**src/hw/gdis_pkg.sv**
```systemverilog
// Behaviour
// - gates held low during any reset condition
// - high sides floating until first operating command
// - phase inputs ignored until both enables high
// - high side needs prior low-side on command
// - high-side latch set by on-then-off toggle
// - host releases reset, configures, clears, then enables
// - host drives low sides high about 1 us
// - host drives high sides low dead time plus 0.1us
// - all high sides on gives recirculation, no motion
// - toggle leaves high gate shorted, transistor off
// - high-side edge counts only after low-side toggle
// - uninitialized high side treated off, low side allowed
// - first low-side rise 280 ns after enables
// - initialized gates follow inputs until next reset, standby or fault
// - host waits 2.0 ms power-up after reset release
// - host adds 25% wait with charge pump (gdis_host waits POWER_UP_CYCLES only and never uses PUMP_UP_CYC itself)
// - enables may rise right after last transfer
// - low-side pulse 1 us, 100 ns on recovery
// - high side undefined until its toggle begins
// - normal control may follow high-side off edge
// - standby or fault: gates low, high side locked
package gdis_pkg;
  localparam int unsigned CLK_MHZ          = 20;
  localparam int unsigned PHASES           = 3;
  localparam int unsigned POWER_UP_US      = 2000;
  localparam int unsigned PUMP_EXTRA_PCT   = 25;
  localparam int unsigned ENABLE_TO_LS_NS  = 280;
  localparam int unsigned LS_PULSE_NS      = 1000;
  localparam int unsigned LS_RECOVERY_NS   = 100;
  localparam int unsigned HS_MARGIN_NS     = 100;
  // least times round up to whole cycles
  localparam int unsigned POWER_UP_CYC     = POWER_UP_US * CLK_MHZ;
  localparam int unsigned PUMP_UP_CYC      = POWER_UP_CYC + (POWER_UP_CYC * PUMP_EXTRA_PCT + 99) / 100;
  localparam int unsigned ENABLE_TO_LS_CYC = (ENABLE_TO_LS_NS * CLK_MHZ + 999) / 1000;
  localparam int unsigned LS_PULSE_CYC     = (LS_PULSE_NS * CLK_MHZ + 999) / 1000;
  localparam int unsigned LS_RECOVERY_CYC  = (LS_RECOVERY_NS * CLK_MHZ + 999) / 1000;
  localparam int unsigned HS_MARGIN_CYC    = (HS_MARGIN_NS * CLK_MHZ + 999) / 1000;
  localparam int unsigned DEAD_CYC_DEFAULT = 2;
  // per-phase initialization state
  typedef enum logic [1:0] {
    GDIS_UNINIT,
    GDIS_LS_TOGGLED,
    GDIS_HS_ON_SEEN,
    GDIS_HS_LATCHED
  } gdis_phase_e;
endpackage : gdis_pkg

```
**src/hw/gdis_link_if.sv**
```systemverilog
`timescale 1ns/1ps
`default_nettype none
// pins between host controller and pre-driver sequencer
interface gdis_link_if;
  logic       reset_n;
  logic       enable_one_pin;
  logic       enable_two_pin;
  logic [2:0] low_side_in;     // phase a,b,c low-side commands
  logic [2:0] high_side_in_n;  // phase a,b,c high-side commands, low = on
  modport device (
    input reset_n,
    input enable_one_pin,
    input enable_two_pin,
    input low_side_in,
    input high_side_in_n
  );
  modport host (
    output reset_n,
    output enable_one_pin,
    output enable_two_pin,
    output low_side_in,
    output high_side_in_n
  );
endinterface : gdis_link_if
`default_nettype wire

```
**src/hw/gdis_device.sv**
```systemverilog
`timescale 1ns/1ps
`default_nettype none
// pre-driver end: per-phase init tracking and gate drive
module gdis_device
  import gdis_pkg::*;
#(
  parameter int unsigned N = gdis_pkg::PHASES
) (
  input  wire logic      clk_in,
  input  wire logic      srst_in,
  gdis_link_if.device    link,
  input  wire logic      low_side_supply_ok_in,
  input  wire logic      logic_supply_ok_in,
  input  wire logic      standby_in,
  input  wire logic      fault_in,
  output logic [N-1:0]   low_gate_out,
  output logic [N-1:0]   high_gate_out,
  output logic [N-1:0]   high_gate_drive_en_out,
  output logic [N-1:0]   high_latched_out,
  output logic           hold_off_out
);
  import gdis_pkg::*;

  logic        hold_off;
  logic        enabled;
  logic [N-1:0] ls_reg;
  logic [N-1:0] hs_n_reg;
  gdis_phase_e  st_reg [N];

  // any reset condition holds every gate low
  assign hold_off = srst_in | ~link.reset_n | ~low_side_supply_ok_in | ~logic_supply_ok_in;
  assign enabled  = link.enable_one_pin & link.enable_two_pin & ~standby_in;
  assign hold_off_out = hold_off;

  // previous input levels for edge detection
  always_ff @(posedge clk_in) begin
    if (srst_in) begin
      ls_reg   <= '0;
      hs_n_reg <= '1;
    end else begin
      ls_reg   <= link.low_side_in;
      hs_n_reg <= link.high_side_in_n;
    end
  end

  genvar g;
  generate
    for (g = 0; g < N; g++) begin : g_phase
      logic ls_rise;
      logic ls_fall;
      logic hs_fall;
      logic hs_rise;
      assign ls_rise = link.low_side_in[g] & ~ls_reg[g];
      assign ls_fall = ~link.low_side_in[g] & ls_reg[g];
      assign hs_fall = ~link.high_side_in_n[g] & hs_n_reg[g];
      assign hs_rise = link.high_side_in_n[g] & ~hs_n_reg[g];

      // init sequence; reset, standby and fault drop back to uninit
      always_ff @(posedge clk_in) begin
        if (hold_off || standby_in || fault_in) begin
          st_reg[g] <= GDIS_UNINIT;
        end else if (enabled) begin
          case (st_reg[g])
            GDIS_UNINIT:     if (ls_rise) st_reg[g] <= GDIS_LS_TOGGLED;
            // high edge counts once the low side is off; falling together is legal (no gap needed)
            GDIS_LS_TOGGLED: if (hs_fall && !link.low_side_in[g]) st_reg[g] <= GDIS_HS_ON_SEEN;
            GDIS_HS_ON_SEEN: if (hs_rise) st_reg[g] <= GDIS_HS_LATCHED;
            GDIS_HS_LATCHED: st_reg[g] <= GDIS_HS_LATCHED;
            default:         st_reg[g] <= GDIS_UNINIT;
          endcase
        end
      end

      // gate outputs registered; low side allowed even if high side never latched
      always_ff @(posedge clk_in) begin
        if (hold_off || standby_in || fault_in || !enabled) begin
          low_gate_out[g]           <= 1'b0;
          high_gate_out[g]          <= 1'b0;
          high_gate_drive_en_out[g] <= 1'b0;
          high_latched_out[g]       <= 1'b0;
        end else begin
          low_gate_out[g]           <= link.low_side_in[g];
          // on-pulse of the toggle drives the gate; all three on = recirculation
          high_gate_out[g]          <= (st_reg[g] == GDIS_HS_LATCHED || st_reg[g] == GDIS_HS_ON_SEEN)
                                       & ~link.high_side_in_n[g];
          // out of tri-state from the toggle's on edge: gate held to source while off
          high_gate_drive_en_out[g] <= (st_reg[g] == GDIS_HS_LATCHED) ||
                                       (st_reg[g] == GDIS_HS_ON_SEEN);
          high_latched_out[g]       <= (st_reg[g] == GDIS_HS_LATCHED);
        end
      end
    end
  endgenerate
endmodule // gdis_device
`default_nettype wire

```
**src/flat_wrapper.sv**
```systemverilog
// flat-port wrapper written by rule: the top's interface ports become plain ports
module gdis_device_flat import gdis_pkg::*;
#(
  parameter int unsigned N = gdis_pkg::PHASES
)
  (clk_in, srst_in, low_side_supply_ok_in, logic_supply_ok_in, standby_in, fault_in, low_gate_out, high_gate_out, high_gate_drive_en_out, high_latched_out, hold_off_out, link_reset_n, link_enable_one_pin, link_enable_two_pin, link_low_side_in, link_high_side_in_n);
  gdis_link_if link_i ();
  input  wire logic clk_in;
  input  wire logic srst_in;
  input  wire logic low_side_supply_ok_in;
  input  wire logic logic_supply_ok_in;
  input  wire logic standby_in;
  input  wire logic fault_in;
  output logic [N-1:0] low_gate_out;
  output logic [N-1:0] high_gate_out;
  output logic [N-1:0] high_gate_drive_en_out;
  output logic [N-1:0] high_latched_out;
  output logic hold_off_out;
  input wire logic [$bits(link_i.reset_n)-1:0] link_reset_n;
  input wire logic [$bits(link_i.enable_one_pin)-1:0] link_enable_one_pin;
  input wire logic [$bits(link_i.enable_two_pin)-1:0] link_enable_two_pin;
  input wire logic [$bits(link_i.low_side_in)-1:0] link_low_side_in;
  input wire logic [$bits(link_i.high_side_in_n)-1:0] link_high_side_in_n;
  assign link_i.reset_n = link_reset_n;
  assign link_i.enable_one_pin = link_enable_one_pin;
  assign link_i.enable_two_pin = link_enable_two_pin;
  assign link_i.low_side_in = link_low_side_in;
  assign link_i.high_side_in_n = link_high_side_in_n;
  gdis_device #(.N(N)) u_core (.clk_in(clk_in), .srst_in(srst_in), .link(link_i), .low_side_supply_ok_in(low_side_supply_ok_in), .logic_supply_ok_in(logic_supply_ok_in), .standby_in(standby_in), .fault_in(fault_in), .low_gate_out(low_gate_out), .high_gate_out(high_gate_out), .high_gate_drive_en_out(high_gate_drive_en_out), .high_latched_out(high_latched_out), .hold_off_out(hold_off_out));
endmodule
```
**config.mk**
```make
export PLATFORM = sky130hd
export DESIGN_NAME = gdis_device_flat
export DESIGN_NICKNAME = d
export VERILOG_FILES = /design/src/hw/gdis_pkg.sv /design/src/hw/gdis_link_if.sv /design/src/hw/gdis_device.sv /design/src/flat_wrapper.sv
export SDC_FILE = /design/constraint.sdc
export NUM_CORES = 1
export LEC_CHECK = 0
export BUFFER_PORTS_ARGS = -buffer_cell sky130_fd_sc_hd__buf_2
export CAP_MARGIN = 10
export CORE_ASPECT_RATIO = 1.5
export CORE_UTILIZATION = 30
export CTS_BUF_LIST = sky130_fd_sc_hd__clkbuf_8
export CTS_CLUSTER_DIAMETER = 150
export DETAILED_ROUTE_END_ITERATION = 8
export PLACE_DENSITY = 0.57
export SLEW_MARGIN = 20
export SYNTH_ARGS = -nofsm -noshare
export SYNTH_HDL_FRONTEND = slang
export SYNTH_SLANG_ARGS = --single-unit
```
**constraint.sdc**
```tcl
create_clock -name clk_in -period 2.4 [get_ports clk_in]
set_clock_uncertainty 0.1 [all_clocks]
set_input_delay 0.12 -clock clk_in [delete_from_list [all_inputs] [get_ports clk_in]]
set_output_delay 0.12 -clock clk_in [all_outputs]
set_load 0.01 [all_outputs]
```
After elaboration in Yosys (flattened, before gate mapping):

Memories as Yosys holds them, arrays and structs flattened.
Index checks and enable logic that the tools add are counted.

* flip-flop bits (word level): 18
* bits in latches: 0
* memory bits (writable): 6
* memory bits (read-only): 0
* output and inout port bits: 13
* logic and storage cells: 153
* memories: 1

Memory list
* u_core.st_reg: depth 3, bits a word 2, read ports 3, clocked after Yosys merged registers in 0, write ports 3, line gdis_device.sv:28 `gdis_phase_e st_reg [N];`

* $add $sub $neg: 0
* multiply operators: 0
* div/mod/pow operators: 0
* magnitude comparators: 0
* eq/ne operators: 9
* shift-type cells: 0
* multiplexer cells: 71
* bitwise gates (word level): 42
* reductions and logical operators: 16

Operators by type and width (count)
* 1-bit 2-to-1 mux: 59
* 2-bit 2-to-1 mux: 12
* 1-bit bitwise OR: 15
* 1-bit AND: 14
* 1-bit NOT: 13
* 2-bit equality test, second input constant: 6
* 2-bit by 1-bit equality test with 1-bit output, second input constant: 3
* 2-bit logical NOT: 3
* 1-bit logical OR: 6
* 1-bit logical NOT: 4
* 1-bit logical AND: 3

Longest topological paths before layout:

Gate-level depths: netlist of run 1.

* depth in word-level cells: 12
* gate-level depth with buffers: 4
* gate-level depth less buffers: 4

Worst setup path before layout of run 1:

OpenSTA, ideal clock, no wires.

* kind: register -> register
* start: memory u_core.st_reg[2][1] in the netlist's numbering
* end: memory u_core.st_reg[2][0] in the netlist's numbering, enable pin
* data arrival time: 1256 ps
* data required time: 1987 ps
* slack: 730 ps
* cell stages (with the launch flop): 4
* cells stage by stage: edfxtp_1 or4b_1 and3_1 o21ai_1

RTL lines (line)
* start: declaration: gdis_device.sv:28

==> flow_metrics.tcl, run 1 <==
set metrics [dict create \
    firstDrtPassIters 4 \
    hp-class "in2reg" \
    status "finished, final reports clean" \
    insertion_delay_ns 0.26 \
    layout-drive-gt1-share 0.321 \
    drtIter0Drc 12 \
    crit_fanout 6 \
    drc 0 \
    finalCriticalPeriod_ns 1.76 \
    drv_slew 0 \
    hold_viol_final 0 \
    crit_type "reg2reg" \
    worstMarginPinSlew_ns 0.504 \
    synthesis.nets 90 \
    crit_path_start "u_core.st_reg[2][1]$_SDFFCE_PN0P_" \
    ys_types 24 \
    io_buffers 27 \
    initial_utilization 0.324 \
    ir_drop_v 0.000315 \
    grt_max_degree 15 \
    rsz0062_at_grt "no" \
    finalSetupViolations 0 \
    place.gp.congestion 0.757 \
    postSynthAreaPerCell_sq_um 11.9 \
    grt_util_all_layers 0.113 \
    num_io_pins 28 \
    cp_top_family "simple AND/OR/NAND/NOR gates" \
    die_height_um 68.9 \
    total_power_uw 815 \
    synth_compound_area_frac 0.0754 \
    synth_fa_ha_area_frac 0 \
    via_count 666 \
    max_freq_mhz 569 \
    fin_nets 128 \
    yosys_register_bits 24 \
    hold_path.startpoint "srst_in" \
    cp_data_arrival_time_ns 1.62 \
    grt_pass1_wl_um 2550 \
    muxShareOfSynthArea 0 \
    p_per_area_nw_per_um2 674 \
    grt-ovfl-total 0 \
    numCtsBuffers 3 \
    path_clk_slew_ns 0.08 \
    die_w_um 46.6 \
    cp.required_ns 2.26 \
    cts_tree "done" \
    path_cells "or4b_1 -> and3_1 -> o21ai_1" \
    coreArea_sq_um 2760 \
    ant_nets 0 \
    area_delta_synth_final_pct 34.9 \
    clock_path_buffers 2 \
    tns_ns 0 \
    largest_register_ffs 6 \
    syn_inst 75 \
    dpl.cell_count 139 \
    leakagePower_nw 0.543 \
    cp.buffers_inverters 0 \
    wirelength_um 1630 \
    num_rows 23 \
    viasPerCell 4.47 \
    synth_warnings 0 \
    synth_seq_area_share 0.603 \
    cts_setup_buffers 0 \
    grt_pass1_vias 613 \
    fin_crit_sh 0.732 \
    antenna_found_initial 0 \
    cp_slowest_cell "or4b_1" \
    placed_cell_area_sq_um 1080 \
    fin_area_sq_um 1210 \
    synthXorXnorAreaFrac 0 \
    mostFrequentLayoutCells "buf_2, dfxtp_1" \
    cpPeakStageDelay_ns 0.55 \
    timing.rr.start "u_core.st_reg[2][1]$_SDFFCE_PN0P_" \
    synth_top_family_by_area "simple AND/OR/NAND/NOR gates" \
    worstSetupStartpointType "flip-flop" \
    dp_hpwl_um 1250 \
    slew_headroom 0.661 \
    fp.dieArea_sq_um 3210 \
    cts_root_buf "clkbuf_8" \
    antenna_cells 0 \
    cts_max_level 1 \
    nFillCells 280 \
    clock-sinks 24 \
    final_common_cell "buf_2" \
    maxCapViolCount 0 \
    yosys.area_share.simple 0.321 \
    wl_per_cell_um 10.9 \
    critPathCaptureType "flip-flop" \
    stdcell_count 149 \
    syn_area_sq_um 896 \
]
-- path summary, 6_finish.rpt --
check,slack (ns),depth (start not counted),to
worst min register to register,0.45,1,u_core.high_gate_drive_en_out[1]$_SDFF_PP0_
worst max register to register,0.64,3,u_core.st_reg[2][0]$_SDFFCE_PN0P_
worst min-delay path,0.04,2,u_core.hs_n_reg[2]$_SDFF_PP1_
worst max-delay path,0.64,3,u_core.st_reg[2][0]$_SDFFCE_PN0P_
-- layout make-up --
type / count / area, sq um / area share
sequential: 24 / 541 / 0.447
clock inverter: 1 / 30.0 / 0.0248
clock buffer: 3 / 41.3 / 0.0342
timing repair buffer: 33 / 195 / 0.161
multi-input combinational: 51 / 355 / 0.294
tap: 37 / 46.3 / 0.0383
-- report_power, final --
group / switching, mW / internal (mW)
clock: 0.125 / 0.223
combinational: 0.0193 / 0.0267
sequential: 0.00264 / 0.418
total: 0.147 / 0.668
-- metrics by stage --
step	hold slack [ns]	setup WS, ns	utilization
2_1_floorplan	0.124	0.730	-
3_3_place_gp	0.238	0.702	0.390
3_5_place_dp	0.247	0.661	0.390
4_1_cts	0.0551	0.637	0.438
5_1_grt	0.0570	0.528	0.438
6_report	0.0448	0.644	0.438
-- cell usage after synthesis --
master	instances	area (sq um)
dfxtp_1	18	360
nor3_1	2	10.0
or4b_1	1	10.0
nand3_1	1	5.00
nor4_4	1	21.3
nand3b_1	1	7.51
a31oi_1	2	12.5
nor3b_1	1	7.51
o21ai_1	1	5.00
a21oi_1	6	30.0
and3_1	4	25.0
or4_1	1	7.51
nand4bb_1	1	11.3
nand2_1	2	7.51
nor2b_1	3	18.8
and2_1	6	37.5
o21ai_0	4	20.0
edfxtp_1	6	180
or2b_1	1	7.51
and2b_1	6	45.0
or4bb_1	1	11.3
nand4b_4	1	23.8
or2_2	3	18.8
nand2b_1	2	12.5
-- metal layers --
metal  share of wire  global-route usage
met4           0.012              0.0536
met3           0.033              0.0260
met1            0.43               0.124
met2            0.52               0.198
met5               0                   0
-- kinds of logic (layout without fill, tap and decap cells) --
logic type | after synthesis | in the layout
flops | 24 | 24
compound gates | 13 | 13
buf+inv | 0 | 37
simple gates | 38 | 38
-- repair_timing --
item                      4_1_cts  5_1_grt
hold endpoints to repair        9        0
resized for setup               0        0
hold buffers                    6        0
No activity file was read; power rests on OpenSTA's default activity.
==> run 2: changes to the inputs <==
--- a/config.mk
+++ b/config.mk
@@ -5,6 +5,7 @@
 export SDC_FILE = /design/constraint.sdc
 export NUM_CORES = 1
 export LEC_CHECK = 0
+export ABC_AREA = 1
 export BUFFER_PORTS_ARGS = -buffer_cell sky130_fd_sc_hd__buf_2
 export CAP_MARGIN = 10
 export CORE_ASPECT_RATIO = 1.5
@@ -12,7 +13,7 @@
 export CTS_BUF_LIST = sky130_fd_sc_hd__clkbuf_8
 export CTS_CLUSTER_DIAMETER = 150
 export DETAILED_ROUTE_END_ITERATION = 8
-export PLACE_DENSITY = 0.57
+export PLACE_DENSITY = 0.56
 export SLEW_MARGIN = 20
 export SYNTH_ARGS = -nofsm -noshare
 export SYNTH_HDL_FRONTEND = slang
==> constraint.sdc (replaced) <==
create_clock -name clk_in -period 1.8 [get_ports clk_in]
set_clock_uncertainty 0.1 [all_clocks]
set_input_delay 0.09 -clock clk_in [delete_from_list [all_inputs] [get_ports clk_in]]
set_output_delay 0.09 -clock clk_in [all_outputs]
set_load 0.01 [all_outputs]
==> flow_metrics.tcl, run 2 <==
set metrics [dict create \
    status "finished, final reports clean" \
    numCtsBuffers 3 \
    num_io_pins 28 \
    firstDrtPassIters 2 \
    maxCapViolCount 0 \
    synth-async-reset-ratio 0 \
    synthesis.nets 131 \
    io_buffers 27 \
    cts_tree "done" \
    drtIter0Drc 9 \
    p_clk_frac 0.361 \
    fp.dieArea_sq_um 3510 \
    dp_hpwl_um 1530 \
    syn_area_sq_um 982 \
    grt_max_degree 14 \
    worstSetupStartpointType "primary input" \
    cp_slowest_cell "dlygate4sd3_1" \
    switching_share 0.204 \
    postSynthAreaPerCell_sq_um 8.47 \
    p_switching_uw 202 \
    total_power_uw 987 \
    slew_headroom 0.845 \
    crit_fanout 9 \
    wl_per_cell_um 9.61 \
    cp.depth 7 \
    nFillCells 331 \
    die_height_um 72.1 \
    fin_crit_sh 0.901 \
    cp_data_arrival_time_ns 1.50 \
    antenna_cells 0 \
    num_rows 25 \
    largest_register_ffs 6 \
    ir_drop_v 0.000264 \
    hp-class "in2reg" \
    coreArea_sq_um 3130 \
    r2r_cells 7 \
    postLayoutCoreUtil 0.413 \
    hold_path.startpoint "fault_in" \
    synth.most_common_cell "inv_1" \
    layout.area.seq_sq_um 541 \
    yosys.area.top_type "dfxtp_1" \
    grt_pass1_vias 822 \
    max_freq_mhz 617 \
    placed_cell_area_sq_um 1170 \
    die_w_um 48.7 \
    cp.buffers_inverters 2 \
    worstMarginPinSlew_ns 0.232 \
    cp.required_ns 1.68 \
    cts_max_level 1 \
    grt-ovfl-total 0 \
    viasPerCell 4.24 \
    synth_warnings 0 \
    p_seq_frac 0.568 \
    clock_path_buffers 2 \
    min_to "u_core.high_gate_drive_en_out[2]$_SDFF_PP0_" \
    ctsResizeCount 0 \
    path_clk_slew_ns 0.08 \
    whs_path_depth 4 \
    area_delta_synth_final_pct 31.6 \
    r2r_end "u_core.st_reg[2][0]$_SDFFCE_PN0P_" \
    fin_area_sq_um 1290 \
    synth_area_leaders "dfxtp_1, edfxtp_1, inv_1" \
    regToRegSetupSlack_ns 0.39 \
    grt_pass1_wl_um 3170 \
    place.gp.congestion 0.728 \
    syn_inst 116 \
    clock-sinks 24 \
    grt_util_all_layers 0.125 \
    ys_types 19 \
    synth_seq_area_share 0.550 \
    whs_ns 0.114 \
    timing.rr.start "u_core.st_reg[2][0]$_SDFFCE_PN0P_" \
    cts_root_buf "clkbuf_8" \
    rsz0062_at_grt "no" \
    netlist.area_leader.share 0.367 \
    fin_nets 170 \
    multi_input_area_sq_um 352 \
    finalCriticalPeriod_ns 1.62 \
    cts_setup_buffers 0 \
    leakagePower_nw 0.667 \
    p_per_area_nw_per_um2 764 \
    synth-edff-count 6 \
    tns_ns 0 \
    synth_ff_type "dfxtp_1" \
    p_int_uw 786 \
    drc 0 \
    crit_type "in2reg" \
    initial_utilization 0.314 \
    pwr-share-comb 0.071 \
    insertion_delay_ns 0.26 \
    drv_slew 0 \
    synth_commonest_cells "inv_1, nor2_1, nand2_1, dfxtp_1, nand3_1" \
    ant_nets 0 \
    final_common_cell "buf_2" \
    cp_top_family "simple AND/OR/NAND/NOR gates" \
    yosys_register_bits 24 \
    crit_path_start "srst_in" \
    antenna_found_initial 0 \
    finalSetupViolations 0 \
    wirelength_um 1860 \
    layout-drive-gt1-share 0.273 \
    cpPeakStageDelay_ns 0.52 \
    via_count 823 \
    path_cells "dlygate4sd3_1 -> buf_2 -> nor2_4 -> nand3_4 -> nor2_8 -> nand3_2 -> nand3_1" \
    critPathCaptureType "flip-flop" \
    mostFrequentLayoutCells "buf_2, inv_1, nor2_1" \
    hold_viol_final 0 \
]
run 2: cell count changes in the layout (fill, tap and decap cells not counted), sizes merged, moves of 2 or more:
cell | previous run | this run
nand2b | 2 | 0
and2 | 6 | 0
nor2b | 3 | 0
nand2 | 2 | 21
and3 | 4 | 0
or2 | 3 | 1
nand3 | 1 | 10
nor2 | 0 | 25
and2b | 6 | 0
inv | 0 | 24
a21oi | 6 | 0
run 2: what timing repair did:
item                                    CTS  global route
endpoints found under the hold margin    11             0
endpoints found under the setup margin    0             0
hold buffers                              7             0
run 2: how the worst max path moves through the flow:
stage,slack (ns),to
3_3_place_gp,0.42,u_core.st_reg[2][0]$_SDFFCE_PN0P_
2_1_floorplan,0.51,u_core.st_reg[2][0]$_SDFFCE_PN0P_
3_5_place_dp,0.39,u_core.st_reg[2][0]$_SDFFCE_PN0P_
5_1_grt,0.05,u_core.st_reg[0][1]$_SDFFCE_PP1P_
4_1_cts,0.16,u_core.st_reg[0][1]$_SDFFCE_PP1P_
6_report,0.18,u_core.st_reg[0][1]$_SDFFCE_PP1P_
run 2: cell type report:
type / count / area share
Sequential cell: 24 / 0.418
Multi-Input combinational cell: 68 / 0.272
Timing Repair Buffer: 34 / 0.159
Inverter: 24 / 0.0697
Clock buffer: 4 / 0.0426
Tap cell: 40 / 0.0387
run 2: cells by family after synthesis:
logic type,synth area share
buffers and inverters,0.0917
DFF,0.550
and+or+nand+nor,0.318
AOI/OAI and AO/OA,0.0395
run 2: per-stage QoR:
step / cells / setup WS [ns]
after floorplan: 116 / 0.510
after global placement: 183 / 0.418
after detailed placement: 183 / 0.387
after CTS: 194 / 0.162
after global routing: 194 / 0.0462
final: 194 / 0.179
run 2: routing by layer:
metal	GRT usage	vias up	share of wire
met1	0.108	367	0.37
met4	0.118	0	0.044
met3	0.0273	7	0.037
li1	-	430	-
met2	0.233	19	0.55
met5	0	-	0
run 2: worst min-delay path, stage by stage:
cell and delay [ns]:
buf_2 0.09, nor2_2 0.05, nand4_2 0.15, nor2_2 0.05
run 2: power groups by stage:
stage	clock network (mW)	logic [mW]	registers (mW)
global route	0.390	0.0796	0.562
global placement	0	0.0588	0.574
floorplan	0	0.0332	0.573
CTS	0.368	0.0717	0.561
detailed placement	0	0.0595	0.574
finish	0.356	0.0702	0.561
==> run 3: changes to the inputs <==
--- a/config.mk
+++ b/config.mk
@@ -13,6 +13,8 @@
 export CTS_BUF_LIST = sky130_fd_sc_hd__clkbuf_8
 export CTS_CLUSTER_DIAMETER = 150
 export DETAILED_ROUTE_END_ITERATION = 8
+export GPL_TIMING_DRIVEN = 0
+export HOLD_SLACK_MARGIN = 0.1
 export PLACE_DENSITY = 0.56
 export SLEW_MARGIN = 20
 export SYNTH_ARGS = -nofsm -noshare
==> constraint.sdc (replaced) <==
create_clock -name clk_in -period 1.8 [get_ports clk_in]
set_clock_uncertainty 0.1 [all_clocks]
set_input_delay 0.27 -clock clk_in [delete_from_list [all_inputs] [get_ports clk_in]]
set_output_delay 0.27 -clock clk_in [all_outputs]
set_load 0.01 [all_outputs]
==> flow_metrics.tcl, run 3 (synthesis gave the netlist of run 2 again) <==
set metrics [dict create \
    p_seq_frac 0.600 \
    ant_nets 0 \
    hold_path.startpoint "link_high_side_in_n[2]" \
    clock_path_buffers 2 \
    io_buffers 27 \
    fin_crit_sh 0.864 \
    viasPerCell 4.38 \
    num_io_pins 28 \
    cts_root_buf "clkbuf_8" \
    ir_drop_v 0.000314 \
    r2r_end "u_core.st_reg[2][1]$_SDFFCE_PN0P_" \
    drc 0 \
    whs_ns 0.113 \
    whs_path_depth 2 \
    critPathCaptureType "flip-flop" \
    min_to "u_core.high_gate_out[2]$_SDFF_PP0_" \
    tns_ns 0 \
    placed_cell_area_sq_um 1170 \
    p_int_uw 736 \
    p_switching_uw 200 \
    firstDrtPassIters 3 \
    cpPeakStageDelay_ns 0.53 \
    grt_pass1_wl_um 3060 \
    hp-class "in2reg" \
    insertion_delay_ns 0.26 \
    die_w_um 48.7 \
    cp_top_family "buffers and inverters" \
    fin_nets 165 \
    cp_slowest_cell "dlygate4sd3_1" \
    grt_util_all_layers 0.113 \
    grt-ovfl-total 0 \
    worstMarginPinSlew_ns 0.237 \
    coreArea_sq_um 3130 \
    fin_area_sq_um 1230 \
    rsz0062_at_grt "no" \
    cp_common_cell "nand3_1" \
    r2r_cells 7 \
    cp.buffers_inverters 3 \
    setup_ws_ns 0.245 \
    place.gp.congestion 0.768 \
    maxCapViolCount 0 \
    p_clk_frac 0.334 \
    numCtsBuffers 3 \
    slew_headroom 0.842 \
    timing.rr.start "u_core.st_reg[2][0]$_SDFFCE_PN0P_" \
    worstSetupStartpointType "primary input" \
    total_power_uw 936 \
    p_per_area_nw_per_um2 759 \
    num_rows 25 \
    path_cells "dlygate4sd3_1 -> buf_2 -> inv_1 -> nand3_1 -> nor3_1 -> nand2_1 -> nand3_1" \
    fp.dieArea_sq_um 3510 \
    area_delta_synth_final_pct 25.5 \
    wl_per_cell_um 9.75 \
    grt_pass1_vias 757 \
    clock-sinks 24 \
    crit_type "in2reg" \
    max_freq_mhz 643 \
    largest_register_ffs 6 \
    wirelength_um 1840 \
    postLayoutCoreUtil 0.394 \
    stdcell_count 189 \
    layout-drive-gt1-share 0.275 \
    finalCriticalPeriod_ns 1.56 \
    place_ws_ns 0.221 \
    cts_max_level 1 \
    path_clk_slew_ns 0.08 \
    initial_utilization 0.314 \
    status "finished, final reports clean" \
    drv_slew 0 \
    cts_tree "done" \
    grt_max_degree 14 \
    leakagePower_nw 0.644 \
    final_common_cell "buf_2" \
    crit_fanout 3 \
    drtIter0Drc 11 \
    mostFrequentLayoutCells "buf_2, inv_1, nor2_1" \
    finalSetupViolations 0 \
    switching_share 0.214 \
    antenna_found_initial 0 \
    die_height_um 72.1 \
    pwr-share-comb 0.066 \
    dp_hpwl_um 1530 \
    dpl.cell_count 183 \
    cp_data_arrival_time_ns 1.43 \
    cp.required_ns 1.67 \
    cts_setup_buffers 0 \
    hold_viol_final 0 \
    regToRegSetupSlack_ns 0.41 \
    antenna_cells 0 \
    via_count 828 \
]
-- run 3: cell count changes in the layout (fill, tap and decap cells not counted) --
cell / change
dlygate4sd3_1: -5
inv_1: +1
clkbuf_8: -1
-- run 3: worst max path at each step --
stage	start	endpoint	slack, ns	cells after the start
final	link_high_side_in_n[1]	u_core.st_reg[1][0]$_SDFFCE_PP1P_	0.24	7
after global routing	link_high_side_in_n[1]	u_core.st_reg[1][0]$_SDFFCE_PP1P_	0.12	7
after CTS	link_high_side_in_n[1]	u_core.st_reg[1][0]$_SDFFCE_PP1P_	0.21	7
after detailed placement	srst_in	u_core.st_reg[1][1]$_SDFFCE_PP1P_	0.22	6
after global placement	srst_in	u_core.st_reg[1][1]$_SDFFCE_PP1P_	0.26	6
after floorplan	standby_in	u_core.st_reg[0][0]$_SDFFCE_PP1P_	0.48	5
-- run 3: cell type report --
type                       instances  area (sq um)
inverter                          24          90.1
multi-input combinational         68           352
tap                               40          50.0
sequential                        24           541
timing repair buffer              29           155
clock inverter                     1          3.75
fill                             355          1900
clock buffer                       3          41.3
-- run 3: repair_timing --
action | CTS | global route
gates resized for setup | 0 | 0
hold endpoints to repair | 2 | 0
hold buffers | 2 | 0
-- run 3: metal layers --
metal / vias up / routed length (um) / GRT usage
li1: 420 / - / -
met1: 388 / 684 / 0.120
met2: 16 / 1070 / 0.218
met3: 4 / 58 / 0.0126
met4: 0 / 33 / 0.0588
met5: - / 0 / 0
-- run 3: power by group through the flow --
stage | Combinational (mW) | Sequential, mW | Clock [mW]
detailed placement | 0.0596 | 0.574 | 0
global placement | 0.0585 | 0.574 | 0
floorplan | 0.0332 | 0.573 | 0
CTS | 0.0633 | 0.562 | 0.321
global route | 0.0706 | 0.562 | 0.340
finish | 0.0620 | 0.562 | 0.312
